===== src/verilog/rt_cmd_cfg.svh =====
// Constants for the remote terminal command validation and configuration bank
`ifndef RT_CMD_CFG_SVH
`define RT_CMD_CFG_SVH
`define CFG1_ADDR 16'h0000
`define CFG2_ADDR 16'h0001
`define CFG1_RESET 16'h0000
`define CFG2_RESET 16'h0000
`define RDATA_IDLE 16'h0000
`define BIT_SSRD 0
`define BIT_SIMPLE_MODE_PROCESSING 1
`define BIT_BSEP 2
`define BIT_UMC 3
`define BIT_BCINV 4
`define BCAST_ADDR 5'h1f
`define MC_TOP_LOW 5'h0f
`define MC_16 5'h10
`define MC_17 5'h11
`define MC_18 5'h12
`define MC_19 5'h13
`define MC_20 5'h14
`define MC_21 5'h15
`define SA_MODE0 5'h00
`define SA_MODE1 5'h1f
`endif


===== src/verilog/rt_cmd_pkg.sv =====
// Types for the remote terminal command validation bank
package rt_cmd_pkg;
  typedef enum logic [1:0] {
    act_ignore,
    act_respond,
    act_error_status,
    act_error_silent
  } action_t;
endpackage


===== src/verilog/rt_command_validation_config.sv =====
// Configuration registers and command validation for a 1553 remote terminal
// Notes on behaviour
// - Undefined codes: 0-15,16,18,19 rx; 17,20,21 tx
// - Bit 3 clear: undefined codes valid, table decides
// - Illegal mode: error status; status only if directed
// - Bit 3 set: undefined codes ignored, no status
// - Bit 2 set: broadcast data in separate buffer
// - Bit 1 set: simplified mode handling for valid codes
// - Host sets bit 0 before any byte readback
// - Master reset clears all configuration bits
// - Second 16-bit register at 0x0001, survives soft reset
// - Address 31 is broadcast unless broadcast disabled
`timescale 1ns/1ps
`include "rt_cmd_cfg.svh"

module rt_command_validation_config (
  // Clock, master reset and soft reset
  input wire logic mclk,
  input wire logic rst,
  input wire logic soft_reset,
  // Host register port
  input wire logic [15:0] host_addr,
  input wire logic host_wr,
  input wire logic host_rd,
  input wire logic [15:0] host_wdata,
  output logic [15:0] host_rdata,
  // Command from the decoder
  input wire logic cmd_valid,
  input wire logic [4:0] cmd_rt_addr,
  input wire logic [4:0] own_rt_addr,
  input wire logic cmd_tx,
  input wire logic [4:0] cmd_subaddr,
  input wire logic [4:0] cmd_count,
  input wire logic cmd_illegal,
  // Decision
  output logic dec_valid,
  output logic dec_accept,
  output logic dec_broadcast,
  output logic dec_mode,
  output logic dec_undefined,
  output logic dec_status_update,
  output logic dec_msg_error,
  output logic dec_send_status,
  output logic dec_send_data,
  output logic dec_bcast_buffer,
  output logic dec_simple_mode,
  output logic [1:0] dec_action,
  // Configuration levels
  output logic single_strobe_byte_read,
  output logic [15:0] second_configuration
);

  ////////////////////////////////////////////////////////////////////////////
  logic [4:0] first_cfg;
  logic undefined_mode_invalid;
  logic broadcast_data_separate;
  logic simple_mode_processing;
  logic broadcast_invalid;

  assign undefined_mode_invalid = first_cfg[`BIT_UMC];
  assign broadcast_data_separate = first_cfg[`BIT_BSEP];
  assign simple_mode_processing = first_cfg[`BIT_SIMPLE_MODE_PROCESSING];
  assign broadcast_invalid = first_cfg[`BIT_BCINV];

  // Soft reset leaves both registers alone; only master reset clears them
  always_ff @(posedge mclk or posedge rst) begin
    if (rst) begin
      first_cfg <= 5'(`CFG1_RESET);
    end else if (host_wr && host_addr == `CFG1_ADDR) begin
      first_cfg <= host_wdata[4:0];
    end
  end

  always_ff @(posedge mclk or posedge rst) begin
    if (rst) begin
      second_configuration <= `CFG2_RESET;
    end else if (host_wr && host_addr == `CFG2_ADDR) begin
      second_configuration <= host_wdata;
    end
  end

  always_ff @(posedge mclk or posedge rst) begin
    if (rst) begin
      single_strobe_byte_read <= 1'b0;
    end else begin
      single_strobe_byte_read <= first_cfg[`BIT_SSRD];
    end
  end

  always_ff @(posedge mclk or posedge rst) begin
    if (rst) begin
      host_rdata <= `RDATA_IDLE;
    end else if (host_rd) begin
      case (host_addr)
        `CFG1_ADDR: host_rdata <= {11'h000, first_cfg};
        `CFG2_ADDR: host_rdata <= second_configuration;
        default: host_rdata <= `RDATA_IDLE;
      endcase
    end
  end

  ////////////////////////////////////////////////////////////////////////////
  logic is_bcast;
  logic addressed;
  logic is_mode;
  logic undefined;
  logic accept;
  rt_cmd_pkg::action_t action;

  assign is_bcast = cmd_rt_addr == `BCAST_ADDR && !broadcast_invalid;
  assign addressed = cmd_rt_addr == own_rt_addr || is_bcast;
  assign is_mode = cmd_subaddr == `SA_MODE0 || cmd_subaddr == `SA_MODE1;

  always_comb begin
    undefined = 1'b0;
    if (is_mode) begin
      if (!cmd_tx) begin
        undefined = cmd_count <= `MC_TOP_LOW || cmd_count == `MC_16 ||
          cmd_count == `MC_18 || cmd_count == `MC_19;
      end else begin
        undefined = cmd_count == `MC_17 || cmd_count == `MC_20 ||
          cmd_count == `MC_21;
      end
    end
  end

  assign accept = addressed && !(undefined && undefined_mode_invalid);

  always_comb begin
    if (!accept) begin
      action = rt_cmd_pkg::act_ignore;
    end else if (is_mode && cmd_illegal && is_bcast) begin
      action = rt_cmd_pkg::act_error_silent;
    end else if (is_mode && cmd_illegal) begin
      action = rt_cmd_pkg::act_error_status;
    end else begin
      action = rt_cmd_pkg::act_respond;
    end
  end

  always_ff @(posedge mclk or posedge rst) begin
    if (rst) begin
      dec_valid <= 1'b0;
      dec_accept <= 1'b0;
      dec_broadcast <= 1'b0;
      dec_mode <= 1'b0;
      dec_undefined <= 1'b0;
      dec_status_update <= 1'b0;
      dec_msg_error <= 1'b0;
      dec_send_status <= 1'b0;
      dec_send_data <= 1'b0;
      dec_bcast_buffer <= 1'b0;
      dec_simple_mode <= 1'b0;
      dec_action <= 2'h0;
    end else begin
      dec_valid <= cmd_valid;
      dec_accept <= cmd_valid && accept;
      dec_broadcast <= cmd_valid && accept && is_bcast;
      dec_mode <= cmd_valid && is_mode;
      dec_undefined <= cmd_valid && undefined;
      dec_status_update <= cmd_valid && accept;
      dec_msg_error <= cmd_valid &&
        action != rt_cmd_pkg::act_respond &&
        action != rt_cmd_pkg::act_ignore;
      dec_send_status <= cmd_valid && accept && !is_bcast;
      dec_send_data <= cmd_valid && action == rt_cmd_pkg::act_respond &&
        !is_bcast && cmd_tx;
      dec_bcast_buffer <= cmd_valid && accept && is_bcast &&
        broadcast_data_separate;
      dec_simple_mode <= cmd_valid && accept && is_mode &&
        simple_mode_processing;
      dec_action <= cmd_valid ? action : rt_cmd_pkg::act_ignore;
    end
  end
endmodule // rt_command_validation_config


===== config.mk =====
export PLATFORM = sky130hd
export DESIGN_NAME = rt_command_validation_config
export DESIGN_NICKNAME = d
export VERILOG_FILES = /design/src/verilog/rt_cmd_pkg.sv /design/src/verilog/rt_command_validation_config.sv
export VERILOG_INCLUDE_DIRS = /design/src /design/src/verilog
export SDC_FILE = /design/constraint.sdc
export NUM_CORES = 1
export LEC_CHECK = 0
export BUFFER_PORTS_ARGS = -buffer_cell sky130_fd_sc_hd__clkbuf_2
export CELL_PAD_IN_SITES_DETAIL_PLACEMENT = 2
export CELL_PAD_IN_SITES_GLOBAL_PLACEMENT = 2
export CORE_MARGIN = 3
export CORE_UTILIZATION = 30
export DETAILED_ROUTE_END_ITERATION = 8
export PLACE_DENSITY = 0.95
export SLEW_MARGIN = 30
export SYNTH_ARGS = -nofsm -noshare
export SYNTH_HDL_FRONTEND = slang
export SYNTH_SLANG_ARGS = --single-unit

===== constraint.sdc =====
create_clock -name mclk -period 2.2 [get_ports mclk]
set_clock_uncertainty 0.15 [all_clocks]
set_input_delay 0.11 -clock mclk [delete_from_list [all_inputs] [get_ports mclk]]
set_output_delay 0.11 -clock mclk [all_outputs]
set_load 0.02 [all_outputs]

==> run metrics <==
maximum vdd drop=0.000281 V; largest area contributor in the netlist=sky130_fd_sc_hd__dfrtp_1; Total Die Area=8440 µm²; register clock-pin slew on the reported worst setup and hold paths=90 ps; power density over the cells=525 nW/µm²; worst min-delay path category=in2reg; core outline area=6980 µm²; diodes inserted=0; total clock sinks=50; Hold Fails Final Rpt=0; post-synthesis sequential element count=50; met2 track demand over resource=34.5%; buffer depth of the longest clock path=2; end of the worst hold path=dec_simple_mode$_DFF_PP0_; endpoint required time on the critical path=2200 ps; HPWL after DPL=5.36 mm; Placed Cells=369; LEAKAGE=1.62 nW; async set-or-reset flop fraction in the synthesized netlist=100%; wire length of the first global-routing pass=11.7 mm; critical-path maximum fanout=9; overall power of the completed layout=1.65 mW; area of the multi-input gates=841 µm²; Netlist cell types=36; average wire per standard cell=18.1 µm; FF/Latch Area=1250 µm²; share of the clock period used by the worst path after layout=88.3%; area share of the largest cell type after synthesis=56.6%; grt met1 use=19.5%; Final Instance Count excl. Fillers=397; signed area change from the synthesized netlist to the final layout=41.9%; initial antenna violation count=0; drt initial violations=24; Routed Antenna Nets=0; WP data arrival=1950 ps; type of the worst setup path=in2reg; final weighted congestion in routability-driven placement=0.771; Setup crit end kind=flop; number of H-tree branching levels=2; Most Used Layer, Global Route=met2; number of flops mapped to enable cells by yosys=0; origin of the worst min-delay path=cmd_subaddr[4]; share of the yosys chip area belonging to registers=56.6%; Worst Tran Pin Value=717 ps; netlist area before placement=2210 µm²; largest net degree at the start of global routing=27; cell types with the highest counts after synthesis=sky130_fd_sc_hd__dfrtp_1, sky130_fd_sc_hd__inv_1, sky130_fd_sc_hd__o22ai_1; main area contributors after synthesis=sky130_fd_sc_hd__dfrtp_1, sky130_fd_sc_hd__mux2_4, sky130_fd_sc_hd__mux2_2, sky130_fd_sc_hd__o22ai_1, sky130_fd_sc_hd__inv_1; unrepaired setup endpoints after global routing=false; via count of the first global-routing pass=2261; finished layout cell area=3140 µm²; die width=91.8 µm; detailed-route DRC error count=0; fraction of layout instances using a drive strength above 1=48.2%; GRT Residual Overflow=0; post-layout min period=1940 ps; drt via density=4.70; clock tree from TritonCTS=done; FF-to-FF Start=first_cfg[4]$_DFFE_PP0P_; hold slack=25.3 ps; Post-Synthesis Net Count=233; Root Buffer=sky130_fd_sc_hd__clkbuf_8; fmax=515 MHz; yosys synthesis warning count=0; Chip Height=91.8 µm; total global routing track utilization=17.9%; worst setup slack for register-to-register paths=640 ps; DR vias=1866; Initial DRT Pass Iterations=4; worst hold path cell count=4; wirelength, routed=7.17 mm; post-CTS sizing=0; number of nets in the finished design=360; status=completed; Starting Density=31.7%; fill count=744; total cell area at the placement stage=2850 µm²; max capacitance violation total=0; leading cell type by number of instances after synthesis=sky130_fd_sc_hd__dfrtp_1; category of the worst setup path launch point=input port; row count=30; number of cells on the worst reg-to-reg path=3; TritonCTS buffer count=5; synthesized area divided by synthesized cell count=12.8 µm²; cells after synthesis=173; predominant post-synthesis flop cell=sky130_fd_sc_hd__dfrtp_1; Slew Limit Fails=0; Worst slew margin=52.0%; fraction of met3 tracks used by global routing=3.77%; summed negative setup slack over all endpoints=0 ps; I/O pin count=106; Critical R2R Capture=dec_msg_error$_DFF_PP0_; Clk Latency, worst-skew pair=300 ps; Post-CTS Setup Inserts=0; total of buffers placed on input and output ports=104; total of endpoints with negative setup slack in the final report=0
[critical path, stage by stage]
cell	delay [ps]
sky130_fd_sc_hd__dlygate4sd3_1	540
sky130_fd_sc_hd__clkbuf_2	130
sky130_fd_sc_hd__a2111oi_0	570
sky130_fd_sc_hd__o311a_1	470
sky130_fd_sc_hd__nor4b_1	120
[what timing repair did]
item | in CTS | in global routing
endpoints found under the setup margin | 0 | 0
hold buffers | 20 | 0
hold endpoints to repair | 50 | 0
[layout make-up]
cell class / count / area share, %
Timing Repair Buffer: 128 / 24.3
Sequential cell: 50 / 39.9
Clock buffer: 7 / 2.75
Multi-Input combinational cell: 96 / 26.8
Inverter: 19 / 2.27
Clock inverter: 1 / 0.159
Tap cell: 96 / 3.83
[layout by cell type, fill, tap and decap left out, types with 2 or more instances in the layout]
master | netlist | routed
sky130_fd_sc_hd__dlygate4sd3_1 | 0 | 20
sky130_fd_sc_hd__nor4_2 | 2 | 2
sky130_fd_sc_hd__nand4_1 | 2 | 2
sky130_fd_sc_hd__mux2_4 | 10 | 10
sky130_fd_sc_hd__clkbuf_2 | 0 | 104
sky130_fd_sc_hd__mux2i_1 | 5 | 5
sky130_fd_sc_hd__inv_1 | 19 | 18
sky130_fd_sc_hd__nand3_1 | 2 | 2
sky130_fd_sc_hd__mux2_2 | 11 | 11
sky130_fd_sc_hd__nor2_1 | 2 | 2
sky130_fd_sc_hd__dfrtp_1 | 50 | 50
sky130_fd_sc_hd__xor2_1 | 3 | 3
sky130_fd_sc_hd__nor4b_1 | 5 | 5
sky130_fd_sc_hd__xnor2_1 | 2 | 2
sky130_fd_sc_hd__clkbuf_8 | 0 | 6
sky130_fd_sc_hd__nor3b_1 | 3 | 3
sky130_fd_sc_hd__o22ai_1 | 16 | 16
sky130_fd_sc_hd__nor3_1 | 3 | 3
sky130_fd_sc_hd__buf_4 | 2 | 3
sky130_fd_sc_hd__nand2_1 | 14 | 14
[worst max path at each step]
stage | cells past startpoint | slack, ps | start | endpoint
after floorplan | 5 | 680 | host_addr[7] | second_configuration[10]$_DFFE_PP0P_
after global placement | 5 | 360 | host_addr[7] | second_configuration[12]$_DFFE_PP0P_
after detailed placement | 5 | 300 | host_addr[7] | second_configuration[6]$_DFFE_PP0P_
after CTS | 5 | 330 | cmd_tx | dec_msg_error$_DFF_PP0_
after global routing | 5 | 110 | cmd_tx | dec_simple_mode$_DFF_PP0_
final | 5 | 260 | cmd_tx | dec_msg_error$_DFF_PP0_
[metal layers]
layer / vias up / share of wire, %
met2: 66 / 55
met1: 926 / 39
met4: 0 / 1.6
met5: - / 0
li1: 864 / -
met3: 10 / 5.0
[through the flow]
| step | util (%) | setup WS (ps) |
|---|---|---|
| global placement | 40.8 | 364 |
| global route | 44.9 | 107 |
| floorplan | - | 676 |
| finish | 44.9 | 257 |
| CTS | 44.9 | 325 |
| detailed placement | 40.8 | 302 |
[kinds of logic after synthesis]
family | count (synthesis) | share of synthesized area, %
XOR/XNOR | 5 | 1.98
buffers and inverters | 27 | 5.38
AND/OR/NAND/NOR | 42 | 13.6
AO/OA/AOI/OAI | 22 | 6.79
flip-flops | 50 | 56.6
multiplexers | 27 | 15.7
[state kept, by name, indices dropped and copies added (netlist names), 2 cells and up]
name,flops
dec_action,2
first_cfg,5
host_rdata,16
second_configuration,16
[report_power, final]
group	total (mW)	switching, mW	internal (mW)
sequential	0.923	0.00122	0.922
clock	0.551	0.296	0.254
combinational	0.175	0.0895	0.0860
(Power assumes the default switching activity.)
